===== config.mk =====
export PLATFORM = sky130hd
export DESIGN_NAME = cms_sequencer
export DESIGN_NICKNAME = d
export VERILOG_FILES = /design/src/cms_sel_filter.v /design/src/cms_sequencer.v
export VERILOG_INCLUDE_DIRS = /design/src /design/src/src
export SDC_FILE = /design/constraint.sdc
export NUM_CORES = 1
export LEC_CHECK = 0
export ABC_AREA = 0
export BUFFER_PORTS_ARGS = -buffer_cell sky130_fd_sc_hd__buf_2
export CAP_MARGIN = 15
export CORE_AREA = 2 2 157 113
export DETAILED_ROUTE_END_ITERATION = 12
export DIE_AREA = 0 0 159 115
export PLACE_DENSITY = 0.75
export SLEW_MARGIN = 10
export SYNTH_ARGS = -nofsm -noshare
export SYNTH_HDL_FRONTEND = slang
export SYNTH_SLANG_ARGS = --single-unit

===== constraint.sdc =====
create_clock -name ref_clk_i -period 4.11 [get_ports ref_clk_i]
set_input_delay 0.6165 -clock ref_clk_i [delete_from_list [all_inputs] [get_ports ref_clk_i]]
set_output_delay 0.6165 -clock ref_clk_i [all_outputs]
set_load 0.02 [all_outputs]

===== src/cms_defines.vh =====
// constants for the charge mode switch sequencer
// assumes a 250 MHz ref_clk_i; only the 1 ms tick is derived to a cycle count here, other times stay in ms or s
// Operation
// - on position runs inverter, lights inverter-on
// - good mains: pass through, charge, show phase
// - rejected mains starts the inverter
// - charger-only never starts the inverter
// - equalise one hour at raised target
// - equalise current limited to one quarter
// - equalise blinks bulk and absorption
// - forced absorption for configured maximum time
// - sequence only with all selectors on
// - toggle timing half to two seconds
// - off seen restarts the sequence
// - five flashes of three charge lights
// - scan three lights, two seconds each
// - on during bulk light selects equalise
// - on during absorption light selects forced absorption
// - on after scan selects float
// - no move keeps charger-only, float
// - one quick toggle afterwards changes nothing
// - pass-through lights only active phase light
// - ramp-limited bulk lights bulk and absorption
// - current at limit: zero charge, blink mains
`ifndef CMS_DEFINES_VH
`define CMS_DEFINES_VH
`define CMS_CLK_MHZ        250
`define CMS_TICK_US        1000
`define CMS_TICK_CYC       (`CMS_TICK_US * `CMS_CLK_MHZ)
`define CMS_HOLD_MIN_MS    500
`define CMS_HOLD_MAX_MS    2000
`define CMS_SCAN_STEP_MS   2000
`define CMS_FLASH_HALF_MS  250
`define CMS_FLASH_COUNT    5
`define CMS_BLINK_HALF_MS  500
`define CMS_DEBOUNCE_MS    20
`define CMS_TOGGLE_MAX_MS  2000
`define CMS_EQ_TIME_S      3600
`define CMS_EQ_TIME_MS     (`CMS_EQ_TIME_S * 1000)
// arbitrary default, the real limit is set per installation
`define CMS_ABS_MAX_MS     28800000
`define CMS_SEL_OFF        2'h0
`define CMS_SEL_ON         2'h1
`define CMS_SEL_CHG        2'h2
`define CMS_PH_BULK        2'h0
`define CMS_PH_ABS         2'h1
`define CMS_PH_FLOAT       2'h2
`define CMS_MODE_NORMAL    2'h0
`define CMS_MODE_EQ        2'h1
`define CMS_MODE_FABS      2'h2
`define CMS_MODE_FLOAT     2'h3
`endif


===== src/cms_sel_filter.v =====
// selector debounce for one three-position switch
// assumes sel_i is asynchronous to ref_clk_i; tick_i is a 1 ms enable
`timescale 1ns/10ps
`default_nettype none
`include "cms_defines.vh"
module cms_sel_filter #(
	parameter DB_MS = `CMS_DEBOUNCE_MS
) (
	input  wire       ref_clk_i,
	input  wire       rst_n_i,
	input  wire       tick_i,
	input  wire [1:0] sel_i,
	output reg  [1:0] sel_o
);
	reg [1:0] meta_reg;
	reg [1:0] sync_reg;
	reg [1:0] cand_reg;
	reg [7:0] cnt_reg;
	always @(posedge ref_clk_i) begin
		if (!rst_n_i) begin
			meta_reg <= `CMS_SEL_ON;
			sync_reg <= `CMS_SEL_ON;
			cand_reg <= `CMS_SEL_ON;
			cnt_reg  <= 8'h00;
			sel_o    <= `CMS_SEL_ON;
		end else begin
			meta_reg <= sel_i;
			sync_reg <= meta_reg;
			// off is passed at once so a brief off is never masked
			if (sync_reg != cand_reg) begin
				cand_reg <= sync_reg;
				cnt_reg  <= 8'h00;
				if (sync_reg == `CMS_SEL_OFF)
					sel_o <= `CMS_SEL_OFF;
			end else if (tick_i) begin
				if (cnt_reg == DB_MS[7:0] - 8'h01)
					sel_o <= cand_reg;
				else
					cnt_reg <= cnt_reg + 8'h01;
			end
		end
	end
endmodule
`default_nettype wire


===== src/cms_sequencer.v =====
// switch sequencer, power path control and status lights
// assumes mains_ok_i, phase, ramp and limit come from same-clock logic
// front and remote selectors are pins; remote_present_i is a strap level
`timescale 1ns/10ps
`default_nettype none
`include "cms_defines.vh"
module cms_sequencer #(
	parameter TICK_CYC   = `CMS_TICK_CYC,
	parameter EQ_MS      = `CMS_EQ_TIME_MS,
	parameter ABS_MAX_MS = `CMS_ABS_MAX_MS
) (
	input  wire        ref_clk_i,
	input  wire        rst_n_i,
	input  wire [1:0]  front_sel_i,
	input  wire [1:0]  remote_sel_i,
	input  wire        remote_present_i,
	input  wire        mains_ok_i,
	input  wire [1:0]  charge_phase_i,
	input  wire        ramp_limited_i,
	input  wire        in_limit_i,
	input  wire        batt_24v_i,
	output reg         power_en_o,
	output reg         inverter_en_o,
	output reg         pass_through_o,
	output reg         charger_en_o,
	output reg  [1:0]  charge_mode_o,
	output reg  [1:0]  target_raise_v_o,
	output reg         current_quarter_o,
	output reg         current_zero_o,
	output reg         led_inverter_o,
	output reg         led_mains_o,
	output reg         led_bulk_o,
	output reg         led_abs_o,
	output reg         led_float_o
);
	localparam S_IDLE  = 7'h01;
	localparam S_HOLD1 = 7'h02;
	localparam S_HOLD2 = 7'h04;
	localparam S_ARM   = 7'h08;
	localparam S_FLASH = 7'h10;
	localparam S_SCAN  = 7'h20;
	localparam S_DONE  = 7'h40;
	// header counts widened once so narrow counters compare on purpose
	localparam [31:0] FLASH_STEPS = 2 * `CMS_FLASH_COUNT;
	localparam [31:0] BLINK_LAST  = `CMS_BLINK_HALF_MS - 1;

	reg  [31:0] div_reg;
	reg         tick_reg;
	reg  [31:0] ms_reg;
	reg  [6:0]  st_reg;
	reg  [6:0]  st_next;
	reg  [31:0] tmr_reg;
	reg  [3:0]  step_reg;
	reg  [1:0]  mode_reg;
	reg  [31:0] mode_tmr_reg;
	reg  [9:0]  blink_reg;
	reg         blink_reg_q;
	reg         rp_meta_reg;
	reg         rp_reg;
	reg  [1:0]  eff_prev_reg;
	reg  [31:0] tog_reg;
	reg         tog_armed_reg;
	wire [1:0]  front_f;
	wire [1:0]  remote_f;
	reg  [1:0]  eff;
	reg         all_on;
	wire        flash_lit;

	// true when a hold time lies inside the half to two second window
	function in_window;
		input [31:0] t;
		begin
			in_window = (t >= `CMS_HOLD_MIN_MS) && (t <= `CMS_HOLD_MAX_MS);
		end
	endfunction

	// the step that ends the flashes stays dark, else a sixth blip shows
	assign flash_lit = ~step_reg[0] && ({28'h0, step_reg} < FLASH_STEPS);

	always @(posedge ref_clk_i) begin
		if (!rst_n_i) begin
			div_reg  <= 32'h0;
			tick_reg <= 1'b0;
		end else if (div_reg == TICK_CYC - 1) begin
			div_reg  <= 32'h0;
			tick_reg <= 1'b1;
		end else begin
			div_reg  <= div_reg + 32'h1;
			tick_reg <= 1'b0;
		end
	end

	cms_sel_filter u_front (
		.ref_clk_i (ref_clk_i),
		.rst_n_i   (rst_n_i),
		.tick_i    (tick_reg),
		.sel_i     (front_sel_i),
		.sel_o     (front_f)
	);
	cms_sel_filter u_remote (
		.ref_clk_i (ref_clk_i),
		.rst_n_i   (rst_n_i),
		.tick_i    (tick_reg),
		.sel_i     (remote_sel_i),
		.sel_o     (remote_f)
	);

	always @(posedge ref_clk_i) begin
		if (!rst_n_i) begin
			rp_meta_reg <= 1'b0;
			rp_reg      <= 1'b0;
		end else begin
			rp_meta_reg <= remote_present_i;
			rp_reg      <= rp_meta_reg;
		end
	end

	// combined selector: any off wins, then any charger-only
	always @* begin
		all_on = (front_f == `CMS_SEL_ON) && (!rp_reg || remote_f == `CMS_SEL_ON);
		if (front_f == `CMS_SEL_OFF || (rp_reg && remote_f == `CMS_SEL_OFF))
			eff = `CMS_SEL_OFF;
		else if (front_f == `CMS_SEL_CHG || (rp_reg && remote_f == `CMS_SEL_CHG))
			eff = `CMS_SEL_CHG;
		else
			eff = `CMS_SEL_ON;
	end

	// sequence detector
	always @* begin
		st_next = st_reg;
		case (st_reg)
		S_IDLE: begin
			// operator is trusted to start only from float
			// a correction toggle right after a selection never restarts it
			if (eff_prev_reg == `CMS_SEL_ON && eff == `CMS_SEL_CHG && !tog_armed_reg)
				st_next = S_HOLD1;
		end
		S_HOLD1: begin
			if (eff == `CMS_SEL_OFF || tmr_reg > `CMS_HOLD_MAX_MS)
				st_next = S_IDLE;
			else if (all_on)
				st_next = in_window(tmr_reg) ? S_HOLD2 : S_IDLE;
		end
		S_HOLD2: begin
			if (eff == `CMS_SEL_OFF || tmr_reg > `CMS_HOLD_MAX_MS)
				st_next = S_IDLE;
			else if (eff == `CMS_SEL_CHG)
				st_next = in_window(tmr_reg) ? S_ARM : S_IDLE;
		end
		S_ARM: begin
			if (eff != `CMS_SEL_CHG)
				st_next = S_IDLE;
			else if (tmr_reg >= `CMS_HOLD_MIN_MS)
				st_next = S_FLASH;
		end
		S_FLASH: begin
			if (eff == `CMS_SEL_OFF)
				st_next = S_IDLE;
			else if ({28'h0, step_reg} == FLASH_STEPS)
				st_next = S_SCAN;
		end
		S_SCAN: begin
			if (eff == `CMS_SEL_OFF)
				st_next = S_IDLE;
			else if (eff == `CMS_SEL_ON || step_reg == 4'h3)
				st_next = S_DONE;
		end
		S_DONE: st_next = S_IDLE;
		default: st_next = S_IDLE;
		endcase
	end

	always @(posedge ref_clk_i) begin
		if (!rst_n_i) begin
			st_reg        <= S_IDLE;
			tmr_reg       <= 32'h0;
			step_reg      <= 4'h0;
			mode_reg      <= `CMS_MODE_NORMAL;
			mode_tmr_reg  <= 32'h0;
			eff_prev_reg  <= `CMS_SEL_ON;
			tog_reg       <= 32'h0;
			tog_armed_reg <= 1'b0;
			blink_reg     <= 10'h0;
			blink_reg_q   <= 1'b0;
		end else begin
			st_reg       <= st_next;
			eff_prev_reg <= eff;
			if (tick_reg) begin
				if ({22'h0, blink_reg} == BLINK_LAST) begin
					blink_reg   <= 10'h0;
					blink_reg_q <= ~blink_reg_q;
				end else
					blink_reg <= blink_reg + 10'h1;
			end
			if (st_next != st_reg) begin
				tmr_reg  <= 32'h0;
				step_reg <= 4'h0;
			end else if (tick_reg) begin
				if ((st_reg == S_FLASH && tmr_reg == `CMS_FLASH_HALF_MS - 1) ||
				    (st_reg == S_SCAN && tmr_reg == `CMS_SCAN_STEP_MS - 1)) begin
					tmr_reg  <= 32'h0;
					step_reg <= step_reg + 4'h1;
				end else
					tmr_reg <= tmr_reg + 32'h1;
			end
			if (st_reg == S_SCAN && st_next == S_DONE) begin
				tog_armed_reg <= 1'b1;
				tog_reg       <= 32'h0;
				mode_tmr_reg  <= 32'h0;
				if (eff == `CMS_SEL_ON && step_reg == 4'h0)
					mode_reg <= `CMS_MODE_EQ;
				else if (eff == `CMS_SEL_ON && step_reg == 4'h1)
					mode_reg <= `CMS_MODE_FABS;
				else
					mode_reg <= `CMS_MODE_FLOAT;
			end else begin
				if (tick_reg && tog_armed_reg) begin
					if (tog_reg == `CMS_TOGGLE_MAX_MS)
						tog_armed_reg <= 1'b0;
					else
						tog_reg <= tog_reg + 32'h1;
				end
				// one quick correction toggle is absorbed, mode kept
				if (tog_armed_reg && eff != eff_prev_reg && eff != `CMS_SEL_OFF)
					tog_armed_reg <= 1'b0;
				if (tick_reg && (mode_reg == `CMS_MODE_EQ || mode_reg == `CMS_MODE_FABS)) begin
					if ((mode_reg == `CMS_MODE_EQ && mode_tmr_reg == EQ_MS - 1) ||
					    (mode_reg == `CMS_MODE_FABS && mode_tmr_reg == ABS_MAX_MS - 1))
						mode_reg <= `CMS_MODE_FLOAT;
					else
						mode_reg <= mode_reg;
					mode_tmr_reg <= mode_tmr_reg + 32'h1;
				end
				if (!mains_ok_i || eff == `CMS_SEL_OFF)
					mode_reg <= `CMS_MODE_NORMAL;
			end
		end
	end

	// power path and lights, all registered
	always @(posedge ref_clk_i) begin
		if (!rst_n_i) begin
			power_en_o        <= 1'b0;
			inverter_en_o     <= 1'b0;
			pass_through_o    <= 1'b0;
			charger_en_o      <= 1'b0;
			charge_mode_o     <= `CMS_MODE_NORMAL;
			target_raise_v_o  <= 2'h0;
			current_quarter_o <= 1'b0;
			current_zero_o    <= 1'b0;
			led_inverter_o    <= 1'b0;
			led_mains_o       <= 1'b0;
			led_bulk_o        <= 1'b0;
			led_abs_o         <= 1'b0;
			led_float_o       <= 1'b0;
		end else begin
			// during the sequence the inverter is held off, even while the switch is back in on
			power_en_o        <= (eff != `CMS_SEL_OFF);
			inverter_en_o     <= (eff == `CMS_SEL_ON) && !mains_ok_i && st_reg == S_IDLE;
			pass_through_o    <= (eff != `CMS_SEL_OFF) && mains_ok_i;
			charger_en_o      <= (eff != `CMS_SEL_OFF) && mains_ok_i;
			charge_mode_o     <= mode_reg;
			target_raise_v_o  <= (mode_reg == `CMS_MODE_EQ) ? (batt_24v_i ? 2'h2 : 2'h1) : 2'h0;
			current_quarter_o <= (mode_reg == `CMS_MODE_EQ);
			current_zero_o    <= mains_ok_i && in_limit_i;
			led_inverter_o    <= (eff == `CMS_SEL_ON) && !mains_ok_i && st_reg == S_IDLE;
			led_mains_o       <= mains_ok_i && (in_limit_i ? blink_reg_q : 1'b1);
			if (st_reg == S_FLASH) begin
				led_bulk_o  <= flash_lit;
				led_abs_o   <= flash_lit;
				led_float_o <= flash_lit;
			end else if (st_reg == S_SCAN) begin
				led_bulk_o  <= (step_reg == 4'h0);
				led_abs_o   <= (step_reg == 4'h1);
				led_float_o <= (step_reg == 4'h2);
			end else if (!mains_ok_i || eff == `CMS_SEL_OFF) begin
				led_bulk_o  <= 1'b0;
				led_abs_o   <= 1'b0;
				led_float_o <= 1'b0;
			end else if (mode_reg == `CMS_MODE_EQ) begin
				led_bulk_o  <= blink_reg_q;
				led_abs_o   <= blink_reg_q;
				led_float_o <= 1'b0;
			end else if (mode_reg == `CMS_MODE_FABS) begin
				led_bulk_o  <= 1'b0;
				led_abs_o   <= 1'b1;
				led_float_o <= 1'b0;
			end else if (mode_reg == `CMS_MODE_FLOAT) begin
				led_bulk_o  <= 1'b0;
				led_abs_o   <= 1'b0;
				led_float_o <= 1'b1;
			end else begin
				led_bulk_o  <= (charge_phase_i == `CMS_PH_BULK);
				led_abs_o   <= (charge_phase_i == `CMS_PH_ABS) ||
				               (charge_phase_i == `CMS_PH_BULK && ramp_limited_i);
				led_float_o <= (charge_phase_i == `CMS_PH_FLOAT);
			end
		end
	end
endmodule
`default_nettype wire


Word level (Yosys, flattened, before mapping)
Cells that the tools add are included.
{"block": "word_totals", "reg_bits": 203, "input_bits": 13, "out_inout_bits": 15, "wordCells": 217}
{"block": "op_classes", "add_sub_neg": 8, "n_lt_le_gt_ge": 4, "eq_ne": 39, "n_mux": 57, "n_bitwise": 6, "reduce_logical": 68}
{"cell": "adder 32 x 1 -> 32 bit (second input constant)", "n": 4}
{"cell": "two-way mux 7 bit", "n": 11}
{"cell": "== test 32 x 11 -> 1 bit (second input constant)", "n": 2}
{"cell": "one-hot mux 7 bit (6 select lines)", "n": 1}
{"cell": "== test 32 x 18 -> 1 bit (second input constant)", "n": 1}
{"cell": "== test 32 x 22 -> 1 bit (second input constant)", "n": 1}
{"cell": "== test 32 x 25 -> 1 bit (second input constant)", "n": 1}
{"cell": "== test 32 x 8 -> 1 bit (second input constant)", "n": 1}
{"cell": ">= comparator 32 x 9 -> 1 bit (second input constant)", "n": 1}
{"cell": "greater-than comparator 32 x 11 -> 1 bit (second input constant)", "n": 1}
{"cell": "less-or-equal comparator 32 x 11 -> 1 bit (second input constant)", "n": 1}
{"cell": "two-way mux 2 bit", "n": 16}
{"cell": "two-way mux 32 bit", "n": 1}
{"cell": "two-way mux 1 bit", "n": 25}
{"cell": "logical AND 1 bit", "n": 24}
{"cell": "adder 8 x 1 -> 8 bit (second input constant)", "n": 2}
{"cell": "== test 8 x 5 -> 1 bit (second input constant)", "n": 2}
{"cell": "AND reduction 2 bit", "n": 8}
{"cell": "== test 2 x 1 -> 1 bit (second input constant)", "n": 6}
{"cell": "== test 2 bit (second input constant)", "n": 6}
{"cell": "logical NOT 2 bit", "n": 6}
{"cell": "nonzero test 3 bit", "n": 4}
{"cell": "adder 10 x 1 -> 10 bit (second input constant)", "n": 1}
{"cell": "== test 10 x 9 -> 1 bit (second input constant)", "n": 1}
{"cell": "other kinds (25)", "n": 55}

Longest topological paths before layout
Gate-level depths: netlist (run 1).
{"block": "logic_depth", "depth_word": 14, "depth_mapped": 10, "ltp_nobuf": 9}

Modules after synthesis
A second synthesis (run 1) with hierarchy kept.
{"block": "hier_totals", "cells_unflattened": 1109, "hier_area_um2": 9485.3}
{"module": "cms_sequencer", "instances": 1, "cells_each": 967, "area_each_um2": 8059.0, "seq_area_each_um2": 3423.3}
{"module": "cms_sel_filter", "instances": 2, "cells_each": 71, "area_each_um2": 713.2, "seq_area_each_um2": 320.3}

Worst setup path after synthesis (run 1)
OpenSTA, ideal clock, no wires.
{"block": "synth_path", "path_type": "reg-to-reg", "from": "register st_reg[1]", "to": "register step_reg[3]", "setup_ps": 115, "arrival_time_ps": 2356, "required_time_ps": 3995, "slack_ps": 1639, "stages_incl_launch_ff": 10, "path_buffers": 2, "period_less_slack_ps": 2471, "path_cell_list": "dfxtp_1 or4_1 buf_2 or3_1 o22ai_2 a21oi_2 and4_4 o311ai_4 buf_6 nor2_2"}
{"block": "synth_via", "elab_chain_len": 5, "word_cells_on_any_way": 24, "cone_classes": "7 x eq/ne; 12 x mux; 5 x reduce/logical"}
{"item": "start, declared", "line_no": "cms_sequencer.v:50", "text": "reg [6:0] st_reg;"}
{"item": "start signal, assigned", "line_no": "cms_sequencer.v:187", "text": "st_reg <= st_next;"}
{"item": "two-way mux 7 bit (on tied branches) (2 in a row)"}
{"item": "one-hot mux 7 bit (6 select lines)", "line_no": "cms_sequencer.v:132", "text": "case (st_reg)"}
{"item": "inequality test 7 bit", "line_no": "cms_sequencer.v:196", "text": "if (st_next != st_reg) begin"}
{"item": "OR reduction 2 bit (no source line)"}
{"item": "end signal, assigned", "line_no": "cms_sequencer.v:203", "text": "step_reg <= step_reg + 4'h1;"}
{"item": "end, declared", "line_no": "cms_sequencer.v:53", "text": "reg [3:0] step_reg;"}
Several ways; a longest one is shown, not always the timed one.
A chain may end at the register's enable or synchronous reset.

Worst setup path after layout (run 1)
Ends and elaborated chain as after synthesis.

==> summary.md, run 1 <==
| Metric | Value |
|---|---|
| Die X | 159 µm |
| Commonest cells after routing, fill and taps aside | sky130_fd_sc_hd__dfxtp_1 (203), sky130_fd_sc_hd__nor2_1 (179), sky130_fd_sc_hd__xor2_1 (87) |
| Max stage delay on crit path | 0.69 ns |
| Final HPWL from detailed placement | 13.4 mm |
| Post-Synthesis Net Count | about 1200 |
| Die Y | about 120 µm |
| Type of the most critical hold path | primary input to register |
| Req. time, crit path | approximately 4.5 ns |
| Sequential fraction of the synthesis area | between 40% and 50% |
| Total routing resource utilization after global routing | about 22% |
| Root buf cell | sky130_fd_sc_hd__clkbuf_16 |
| Maximum clock frequency | around 0.33 GHz |
| Critical-path cell list | or4_1, or3_1, o32a_1, nand3b_1, nor4_2, xnor2_1, nor2_2 |
| Post-detailed-route wirelength per cell | ~14 µm |
| Dominant register cell in the synthesized netlist | sky130_fd_sc_hd__dfxtp_1 |
| Relative area change from synthesis to final layout | 10.2% |
| Slew HR | 46.5% |
| CORE AREA | 16800 µm² |
| TNS Setup | 0 ns |
| Largest area contributor in the synthesized netlist | sky130_fd_sc_hd__dfxtp_1 |
| Most common cell after layout, fill and taps aside | sky130_fd_sc_hd__dfxtp_1 |
| Power per unit of standard cell area | around 380 nW/µm² |
| Total clock sinks | 203 |
| Antenna violations before repair | 0 |
| Number of vias per cell after detailed routing | around 5.5 |
| Actual transition at the worst max-transition pin | approximately 0.80 ns |
| Clock Tree Buf Depth | 3 |
| Netlist Area Pre-Place | 9720 µm² |
| EDFF count, synth | 0 |
| Critical path data arrival time | ~3.4 ns |
| Final Max Tran Viols | 0 |
| H-tree levels | 1 |
| Clock Skew | 0.00723 ns |
| Mapped Cells | 1129 |
| Antenna viol nets, final | 0 |
| Number of buffers inserted during clock tree synthesis | 20 |
| Highest-delay cell along the critical path | sky130_fd_sc_hd__or4_1 |
| Maximum number of pins on one net before global-route repair | 65 |
| Count of cell types in the netlist | 68 |
| Final period demand of the worst path | 2.99 ns |
| Area share of the largest cell type after synthesis | a little over two fifths |
| First DRT Iteration DRCs | roughly 670 |
| Vias in the first global route | roughly 7100 |
| Number of maximum-capacitance violations | 0 |
| Initial cell density of the core | around 58% |
| Total grt overflow | 0 |
| Share of post-route cells with drive strength above 1 | a little over a tenth |
| Number of rows created at floorplan | 40 |
| Yosys Warn Count | 0 |
| Post-synth ARST share | 0% |
| Path type of the worst setup path | register to register |
| Ranking of synthesized cells by area | sky130_fd_sc_hd__dfxtp_1 (42%), sky130_fd_sc_hd__xor2_1 (7.8%), sky130_fd_sc_hd__nor2_1 (6.9%) |
| Synthesized area per cell | between 8 and 9 µm² |
| Clk Latency, worst-skew pair | between 0.4 and 0.5 ns |
| Leakage power figure | 3.89 nW |
| Clock transition at the register clock pins on the worst setup and hold paths after CTS | approximately 0.06 ns |
| Die footprint | 18300 µm² |
| Type of origin of the critical path | register |
| First-pass iteration count of the detailed router | 5 |
| Final Power | between 0.004 and 0.005 W |
| Total setup violations reported at the end of the flow | 0 |
| Highest fanout seen on the critical path | 15 |
| Total setup buffers inserted after CTS | 0 |
| Number of nets in the final layout | around 1200 |
| First-pass GRT wire length | 33.8 mm |
| Post-route clock period utilization | 72.9% |
| Element type at the critical path end | register |
| Count of endpoints failing hold in the final timing report | 0 |
| DR vias | about 7700 |
| RSZ-0062 raised after global routing | false |
| Final routed DRC violation total | 0 |
| Final wirelength | around 20 mm |
| Worst vdd rail ir drop | roughly 0.00032 V |
| Final Wtd Congestion | between 0.9 and 1 |
| Clock tree from TritonCTS | built |
| Run status | completed |
| Number of top-level pins | 28 |
| Number of buffers inserted by port buffering | 27 |
| Cts-stage hold buffer count | 0 |
| Post-CTS Resized | 0 |
| Antenna cell count | 0 |
| Number of synthesized register bits | 203 |
-- layout make-up --
| type | count | area (µm²) |
|---|---|---|
| Fill cell | 1429 | 6100 |
| Multi-Input combinational cell | 856 | 5320 |
| Sequential cell | 203 | 4060 |
| Clock buffer | 27 | 588 |
| Tap cell | 231 | 289 |
| Timing Repair Buffer | 40 | 253 |
| Inverter | 31 | 116 |
| Clock inverter | 7 | 87.6 |
-- synth_stat cells (4+ instances only) --
cell type                    n
sky130_fd_sc_hd__nor2_2     30
sky130_fd_sc_hd__a21oi_1    26
sky130_fd_sc_hd__nor3_1     26
sky130_fd_sc_hd__o21a_1      9
sky130_fd_sc_hd__nand4_1    40
sky130_fd_sc_hd__a31oi_1     9
sky130_fd_sc_hd__nand2_1    78
sky130_fd_sc_hd__dfxtp_1   203
sky130_fd_sc_hd__nand2b_1   17
sky130_fd_sc_hd__nor2_1    179
sky130_fd_sc_hd__inv_1      31
sky130_fd_sc_hd__nor4_1     33
sky130_fd_sc_hd__a221o_1     4
sky130_fd_sc_hd__nand3_1    65
sky130_fd_sc_hd__o21ai_0    24
sky130_fd_sc_hd__xnor2_1    57
sky130_fd_sc_hd__nor2b_1     6
sky130_fd_sc_hd__buf_6       5
sky130_fd_sc_hd__xor2_1     87
sky130_fd_sc_hd__ha_1       17
sky130_fd_sc_hd__a32o_1      4
sky130_fd_sc_hd__and4_1     11
sky130_fd_sc_hd__clkbuf_8    4
sky130_fd_sc_hd__and2_1     22
sky130_fd_sc_hd__buf_1       7
sky130_fd_sc_hd__and3_1     26
sky130_fd_sc_hd__or4_1       4
sky130_fd_sc_hd__mux2i_1     7
sky130_fd_sc_hd__clkbuf_1   18
sky130_fd_sc_hd__nor4b_1     5
sky130_fd_sc_hd__or3_1      14
-- path summary, 6_finish.rpt --
| path | startpoint | endpoint | slack, ns | cells past startpoint |
|---|---|---|---|---|
| worst max-delay path | st_reg[1] | step_reg[3] | 1.12 | 7 |
| worst min-delay path | batt_24v_i | target_raise_v_o[0] | 0.30 | 2 |
| worst max register to register | st_reg[1] | step_reg[3] | 1.12 | 7 |
| worst min register to register | u_front.meta_reg[0] | u_front.sync_reg[0] | 0.43 | 1 |
-- power breakdown --
part | switching [W] | total [W] | leakage, nW | internal [W]
combinational | 0.000121 | 0.000184 | 1.91 | 0.0000630
clock | 0.000754 | 0.00188 | 0.334 | 0.00113
sequential | 0.0000156 | 0.00200 | 1.64 | 0.00198
-- per-stage QoR --
step	setup slack [ns]	std cells	area, µm²	utilization, %	hold WS, ns
after floorplan	1.64	1129	9720	-	0.386
after CTS	1.10	1394	10700	63.7	0.289
after global routing	0.878	1395	10700	63.7	0.293
after detailed placement	1.14	1360	10000	59.6	0.406
final	1.12	1395	10700	63.7	0.299
after global placement	1.19	1360	10000	59.6	0.387
-- worst max-delay path, delay by kind of cell, from the launching register on --
family / cells / cell delay [ns]
AO/OA/AOI/OAI: 1 / 0.38
XOR/XNOR: 1 / 0.17
flip-flops: 1 / 0.45
AND/OR/NAND/NOR: 5 / 1.89
-- cells by family (layout without fill, tap and decap cells) --
family,Yosys count,count (layout),share of synthesized area (%)
AO/OA/AOI/OAI,101,101,7.09
XOR/XNOR,144,144,13.0
adder cells (fa/ha/maj),17,17,2.19
buffers and inverters,70,105,3.62
flip-flops,203,203,41.8
multiplexers,7,7,0.721
AND/OR/NAND/NOR,587,587,31.6
-- layer usage --
layer | global-route usage, % | routed length (µm) | vias to the layer above
li1 | - | - | 3939
met1 | 32.4 | 10600 | 3530
met2 | 33.2 | 7910 | 161
met3 | 3.57 | 868 | 27
met4 | 4.67 | 327 | 0
met5 | 0 | 0 | -
Power figures use the tool's default switching activity.
==> run 2: changes to the inputs <==
- CORE_AREA: 2 2 157 113 -> 2 2 161 116
- DIE_AREA: 0 0 159 115 -> 0 0 163 118
- clock period: 4.11 -> 2.58 ns (I/O delays scaled with it)
==> run 2 against run 1 <==
Global-route usage down 0.53 points; highest routed layer unchanged; utilization down 1.1 points; critical path depth up 2; largest power group unchanged; largest cell class unchanged; register-to-register slack worse by 1.1 ns; final cell count up 2.7%; sequential power up 59%; first-iteration DRC count down 6.7%; non-clock buffer count up 30; sequential cell count unchanged.
==> summary.md, run 2 (synthesis results as in run 1) <==
| Metric | Value |
|---|---|
| Run status | completed |
| Number of top-level pins | 28 |
| Number of vias per cell after detailed routing | approximately 5.5 |
| Cts-stage hold buffer count | 0 |
| Number of rows created at floorplan | 41 |
| Design area | about 11000 µm² |
| First-pass iteration count of the detailed router | 5 |
| Total routing resource utilization after global routing | approximately a fifth |
| Path type of the worst setup path | register to register |
| RSZ-0062 raised after global routing | true |
| Slew HR | 58.8% |
| Maximum number of pins on one net before global-route repair | 65 |
| Post-route clock period utilization | around 100% |
| Final routed DRC violation total | 0 |
| Final Max Tran Viols | 0 |
| Maximum clock frequency | between 0.3 and 0.4 GHz |
| Total clock sinks | between 200 and 250 |
| Final HPWL from detailed placement | about 14 mm |
| Final wirelength | between 20 and 25 mm |
| Highest fanout seen on the critical path | 18 |
| Die footprint | around 19000 µm² |
| Clk Latency, worst-skew pair | approximately 0.5 ns |
| Clock Tree Buf Depth | 3 |
| Number of buffers inserted during clock tree synthesis | 20 |
| Type of the most critical hold path | primary input to register |
| Post-Route M1 WL | 10.9 mm |
| Die Y | between 100 and 150 µm |
| DR vias | just under 8000 |
| Power per unit of standard cell area | ~580 nW/µm² |
| Clock transition at the register clock pins on the worst setup and hold paths after CTS | 0.06 ns |
| Worst setup slack after layout | roughly 0.036 ns |
| Relative area change from synthesis to final layout | 14.0% |
| Worst vdd rail ir drop | ~0.00043 V |
| Most common cell after layout, fill and taps aside | sky130_fd_sc_hd__dfxtp_1 |
| Root buf cell | sky130_fd_sc_hd__clkbuf_16 |
| H-tree levels | 1 |
| Clock tree from TritonCTS | built |
| Register-to-register path setup slack | between 0.03 and 0.04 ns |
| Setup Slack @ Placement | between 0.07 and 0.08 ns |
| Final period demand of the worst path | 2.54 ns |
| Clock Skew | around 0.018 ns |
| Instance area after placement | a little over 10000 µm² |
| Antenna violations before repair | 0 |
| Final Wtd Congestion | 0.882 |
| Commonest cells after routing, fill and taps aside | sky130_fd_sc_hd__dfxtp_1 (200), sky130_fd_sc_hd__nor2_1 (178), sky130_fd_sc_hd__xor2_1 (87) |
| Number of nets in the final layout | around 1200 |
| Wire length on met3 | between 1 and 1.5 mm |
| Total grt overflow | 0 |
| Share of post-route cells with drive strength above 1 | between 10% and 20% |
| Die X | between 150 and 200 µm |
| CORE AREA | ~18000 µm² |
| Actual transition at the worst max-transition pin | 0.615 ns |
| Count of endpoints failing hold in the final timing report | 0 |
| Number of maximum-capacitance violations | 0 |
| Detailed-routed wire length on met2 | 8.27 mm |
| Type of origin of the critical path | register |
| First DRT Iteration DRCs | approximately 630 |
| Req. time, crit path | around 3.0 ns |
| Leakage power figure | roughly 4 nW |
| Number of buffers inserted by port buffering | 27 |
| Antenna cell count | 0 |
| Antenna viol nets, final | 0 |
| Critical path data arrival time | about 3.0 ns |
| Final Power | ~0.0064 W |
| Initial cell density of the core | a little over half |
| Vias in the first global route | about 7000 |
| First-pass GRT wire length | ~35 mm |
| Post-detailed-route wirelength per cell | between 10 and 15 µm |
| Total setup violations reported at the end of the flow | 0 |
| Element type at the critical path end | register |
| Top routing layer in use | met4 |
==> run 2: cell types whose count changed in the layout (fill, tap and decap cells not counted), sizes merged <==
cell      previous run  this run
buf                 40        69
clkbuf              27        31
clkinv               4         5
clkinvlp             1         0
bufinv               2         1
==> run 2: final cells by class <==
| type | count | area (µm²) |
|---|---|---|
| clock buffers | 30 | 579 |
| flip-flops and latches | 203 | 4070 |
| clock inverters | 6 | 62.6 |
| repair buffers | 70 | 541 |
| well taps | 236 | 295 |
| fillers | 1507 | 6610 |
| multi-input cells | 856 | 5420 |
| inverters | 31 | 116 |
==> run 2: metrics by stage <==
| step | util [%] | TNS, ns | hold WS [ns] | cells |
|---|---|---|---|---|
| after floorplan | - | 0 | 0.386 | 1129 |
| after global placement | 58.0 | 0 | 0.389 | 1392 |
| after detailed placement | 58.0 | 0 | 0.396 | 1392 |
| after CTS | 61.6 | 0 | 0.0478 | 1428 |
| after global routing | 62.6 | -0.594 | 0.0722 | 1432 |
| final | 62.6 | 0 | 0.0673 | 1432 |
==> run 2: final timing paths <==
kind / cells past startpoint / end / from
max: 9 / tmr_reg[0] / tmr_reg[27]
min: 2 / u_front.meta_reg[0] / front_sel_i[0]
max reg2reg: 9 / tmr_reg[0] / tmr_reg[27]
min reg2reg: 1 / u_front.sync_reg[0] / u_front.meta_reg[0]
==> run 2: repair_timing <==
action                                 CTS  global route
setup buffers                            0             1
endpoints found under the hold margin    0             0
resized for setup                        0            23
setup endpoints to repair                0            39
==> run 2: per-layer routing <==
layer  GRT usage [%]  vias up
met1            33.0     3717
met5               0        -
met3            3.28       30
met2            30.3      185
li1                -     4014
met4            5.14        0
==> run 2: power breakdown <==
group | leakage (nW) | internal, W | switching (W)
Clock | 0.316 | 0.00166 | 0.00119
Combinational | 2.11 | 0.000147 | 0.000218
Sequential | 1.64 | 0.00316 | 0.0000216
==> run 2: worst max-delay path, cell delays in order (launching register included) <==
cell	delay [ns]
sky130_fd_sc_hd__dfxtp_1	0.35
sky130_fd_sc_hd__nor4_1	0.29
sky130_fd_sc_hd__nand4_1	0.30
sky130_fd_sc_hd__or4_4	0.60
sky130_fd_sc_hd__nand4_1	0.15
sky130_fd_sc_hd__and4_4	0.25
sky130_fd_sc_hd__o311ai_4	0.09
sky130_fd_sc_hd__buf_12	0.17
sky130_fd_sc_hd__buf_16	0.15
sky130_fd_sc_hd__a21oi_1	0.12
==> run 3: changes to the inputs <==
- CORE_AREA: 2 2 161 116 -> 2 2 216 154
- DIE_AREA: 0 0 163 118 -> 0 0 218 156
- PLACE_DENSITY: 0.75 -> default
- SYNTH_HIERARCHICAL: default -> 1
==> run 3 against run 2 <==
The run now ends with negative setup slack left; critical path depth unchanged; maximum frequency is 5.8% lower; via count fell by 0.93%; clock power grew 12%; critical path type unchanged; critical endpoint is now tmr_reg[11]; largest power group is now the clock network; highest routed layer unchanged.
==> summary.md, run 3 <==
| Metric | Value |
|---|---|
| Type of the most critical hold path | primary input to register |
| Total setup violations reported at the end of the flow | 32 |
| Final HPWL from detailed placement | ~15 mm |
| Maximum clock frequency | 0.370 GHz |
| Share of post-route cells with drive strength above 1 | roughly 17% |
| Total clock sinks | between 200 and 250 |
| Worst-case reg-to-reg path depth | 9 |
| Leakage power figure | roughly 4.1 nW |
| Post-Synthesis Net Count | 1139 |
| Die footprint | about 34000 µm² |
| Total routing resource utilization after global routing | between 10% and 20% |
| First-pass GRT wire length | about 35 mm |
| Worst Path Buf+Inv | 2 |
| Start of the worst register-to-register path | tmr_reg[11] |
| Internal power | 0.00529 W |
| Root buf cell | sky130_fd_sc_hd__clkbuf_16 |
| Cell seen most often among critical-path stages | sky130_fd_sc_hd__or3_4 |
| Worst setup slack after layout | -0.121 ns |
| Highest-delay cell along the critical path | sky130_fd_sc_hd__or3_4 |
| First DRT Iteration DRCs | roughly 600 |
| Worst hold margin | between 0.03 and 0.04 ns |
| EDFF count, synth | 0 |
| Ranking of synthesized cells by area | sky130_fd_sc_hd__dfxtp_1 (43%), sky130_fd_sc_hd__nor2_1 (8.0%), sky130_fd_sc_hd__xor2_1 (6.6%) |
| Clock Skew | roughly 0.015 ns |
| Sequential cell area | a little over 4000 µm² |
| Combinational family with the most area after synthesis | simple AND/OR/NAND/NOR gates |
| End-of-flow core utilization | around 36% |
| Number of buffers inserted by port buffering | 27 |
| Area used by multi-input combinational logic | between 5000 and 6000 µm² |
| Number of logic stages on the critical path including buffering | 9 |
| Sequential fraction of the synthesis area | 42.8% |
| Instance area after placement | 10500 µm² |
| Layer with the highest usage after global routing | met1 |
| Path type of the worst setup path | register to register |
| Fraction of power consumed by combinational cells | 6.7% |
| Actual transition at the worst max-transition pin | 0.724 ns |
| RSZ-0062 raised after global routing | true |
| Die Y | between 150 and 200 µm |
| Crit path to | tmr_reg[11] |
| Antenna violations before repair | 0 |
| Netlist Area Pre-Place | 9490 µm² |
| Clock tree from TritonCTS | built |
| Final wirelength | 21.7 mm |
| Vias in the first global route | a little under 7000 |
| Count of endpoints failing hold in the final timing report | 0 |
| Met1 track utilization from global routing | about a fifth |
| Multiplexer share of the synthesized area | less than 1% |
| Initial cell density of the core | around 30% |
| Post-detailed-route wirelength per cell | 13.3 µm |
| Number of synthesized register bits | between 200 and 250 |
| Number of maximum-capacitance violations | 0 |
| Clock transition at the register clock pins on the worst setup and hold paths after CTS | approximately 0.06 ns |
| Number of nets in the final layout | roughly 1200 |
| Synthesized area per cell | between 8 and 9 µm² |
| Die X | between 200 and 250 µm |
| Final routed DRC violation total | 0 |
| Post-synthesis compound-gate area fraction | between 7 and 8% |
| Design area | ~12000 µm² |
| Post-route clock period utilization | 105% |
| Number of filler cells placed in the layout | between 3000 and 4000 |
| Count of cell types in the netlist | 66 |
| Part of the power in registers | a little under half |
| Post-Synth Simple-Gate Area | between 30% and 40% |
| Clock Tree Buf Depth | 3 |
| Number of top-level pins | 28 |
| Mapped Cells | approximately 1100 |
| Area share of the largest cell type after synthesis | between 40% and 50% |
| Critical path data arrival time | between 3 and 4 ns |
| Number of rows created at floorplan | 55 |
| Fraction of power consumed by the clock network | between 40 and 50% |
| Met3 Resource Use GR | around 2.8% |
| Capture instance of the worst register-to-register path | tmr_reg[11] |
| Antenna viol nets, final | 0 |
| Register-to-register path setup slack | -0.12 ns |
| Highest fanout seen on the critical path | 8 |
| Most frequent cells after synthesis | sky130_fd_sc_hd__dfxtp_1 (203), sky130_fd_sc_hd__nor2_1 (203), sky130_fd_sc_hd__nand2_1 (77) |
| Fraction of met2 tracks used by global routing | 16.7% |
| CORE AREA | 31900 µm² |
| Antenna cell count | 0 |
| Post-synth ARST share | 0% |
| Type of origin of the critical path | register |
| Yosys Warn Count | 6 |
| Most common cell after layout, fill and taps aside | sky130_fd_sc_hd__dfxtp_1 |
| DR vias | slightly below 8000 |
| Element type at the critical path end | register |
| Number of vias per cell after detailed routing | slightly below 5 |
| Relative area change from synthesis to final layout | 22.4% |
| Commonest cells after routing, fill and taps aside | sky130_fd_sc_hd__dfxtp_1 (198), sky130_fd_sc_hd__nor2_1 (180), sky130_fd_sc_hd__nand2_1 (77) |
| Startpoint of the most critical setup path | tmr_reg[11] |
| Max stage delay on crit path | ~0.40 ns |
| Synth Area in XOR/XNOR | between 10% and 20% |
| H-tree levels | 1 |
| Cell family with the largest share of critical-path delay | simple AND/OR/NAND/NOR gates |
| Slew HR | approximately 51% |
| Dominant register cell in the synthesized netlist | sky130_fd_sc_hd__dfxtp_1 |
| Maximum number of pins on one net before global-route repair | 46 |
| Post-synthesis adder-cell area fraction | under 10% |
| Worst vdd rail ir drop | slightly above 0.0008 V |
| Critical-path cell list | or3_4, or3_4, nor3_4, a21oi_1, nor4b_2, o2111ai_4, buf_12, clkbuf_16, nor2_4 |
| Power per unit of standard cell area | 589 nW/µm² |
| Final period demand of the worst path | between 2 and 3 ns |
| Final Wtd Congestion | 0.908 |
| Net switching component of the power | 0.00154 W |
| Clk Latency, worst-skew pair | approximately 0.52 ns |
| Run status | finished with violations |
| Number of buffers inserted during clock tree synthesis | 21 |
| Violations in the final reports | negative setup slack |
| Final Max Tran Viols | 0 |
| Sw frac | a little under a quarter |
| Largest area contributor in the synthesized netlist | sky130_fd_sc_hd__dfxtp_1 |
| Hold Path Origin | batt_24v_i |
| Final Power | ~0.007 W |
| First-pass iteration count of the detailed router | 5 |
| Req. time, crit path | around 3.0 ns |
| Total grt overflow | 0 |
run 3: cell count changes in the layout (fill, tap and decap cells not counted), sizes merged, moves of 16 or more:
cell | before | now
buf | 69 | 94
nand3 | 65 | 46
nand4 | 40 | 57
xor2 | 87 | 71
run 3: worst register-to-register path: cells and delay by family (launching register included):
family	cells	cell delay [ns]
buf+inv	2	0.39
compound gates	2	0.39
flops	1	0.33
simple gates	5	1.54
run 3: timing repair:
action                     in CTS  in global routing
buffers inserted                1                  7
gates resized for setup         4                 68
hold endpoints to repair        0                  0
setup endpoints to repair      33                 42
cloned                          0                  3
hold buffers                    0                  0
pin swaps                       1                 19
run 3: power by group through the flow:
stage | logic [W] | clock network (W) | registers, W
floorplan | 0.000191 | 0 | 0.00326
global placement | 0.000325 | 0 | 0.00325
detailed placement | 0.000325 | 0 | 0.00325
CTS | 0.000332 | 0.00328 | 0.00318
global route | 0.000487 | 0.00341 | 0.00318
finish | 0.000456 | 0.00319 | 0.00318
run 3: worst min path at each step:
stage                                to  slack (ns)  cells after the start
global route        target_raise_v_o[0]        0.04                      2
floorplan           u_front/sync_reg[0]        0.39                      1
CTS                 target_raise_v_o[0]        0.02                      2
finish              target_raise_v_o[0]        0.04                      2
detailed placement  u_front/sync_reg[0]        0.39                      1
global placement    u_front/sync_reg[0]        0.39                      1
run 3: routing by layer:
layer  vias up  share of wire [%]
met2       171                 40
li1       4020                  -
met4         0                1.7
met3        28                5.8
met1      3653                 53
met5         -                  0
run 3: cell families after synthesis:
group | Yosys count
xor+xnor | 134
compound gates | 101
flops | 203
fa+ha+maj | 17
simple gates | 576
buf+inv | 69
mux | 9
run 3: metrics by stage:
stage          setup WS [ns]  cells  TNS [ns]
4_1_cts              -0.0331   1624   -0.0579
2_1_floorplan         0.0165   1109         0
5_1_grt               -0.204   1633     -4.90
3_5_place_dp         -0.0605   1590     -1.48
3_3_place_gp         -0.0240   1590   -0.0838
6_report              -0.121   1633     -1.86
run 3: cell type report:
class	instances	share of cell area, %
multi-input cells	837	46.6
clock inverters	7	1.20
repair buffers	96	6.50
flip-flops and latches	203	35.1
inverters	37	1.20
clock buffers	26	4.86
well taps	427	4.60
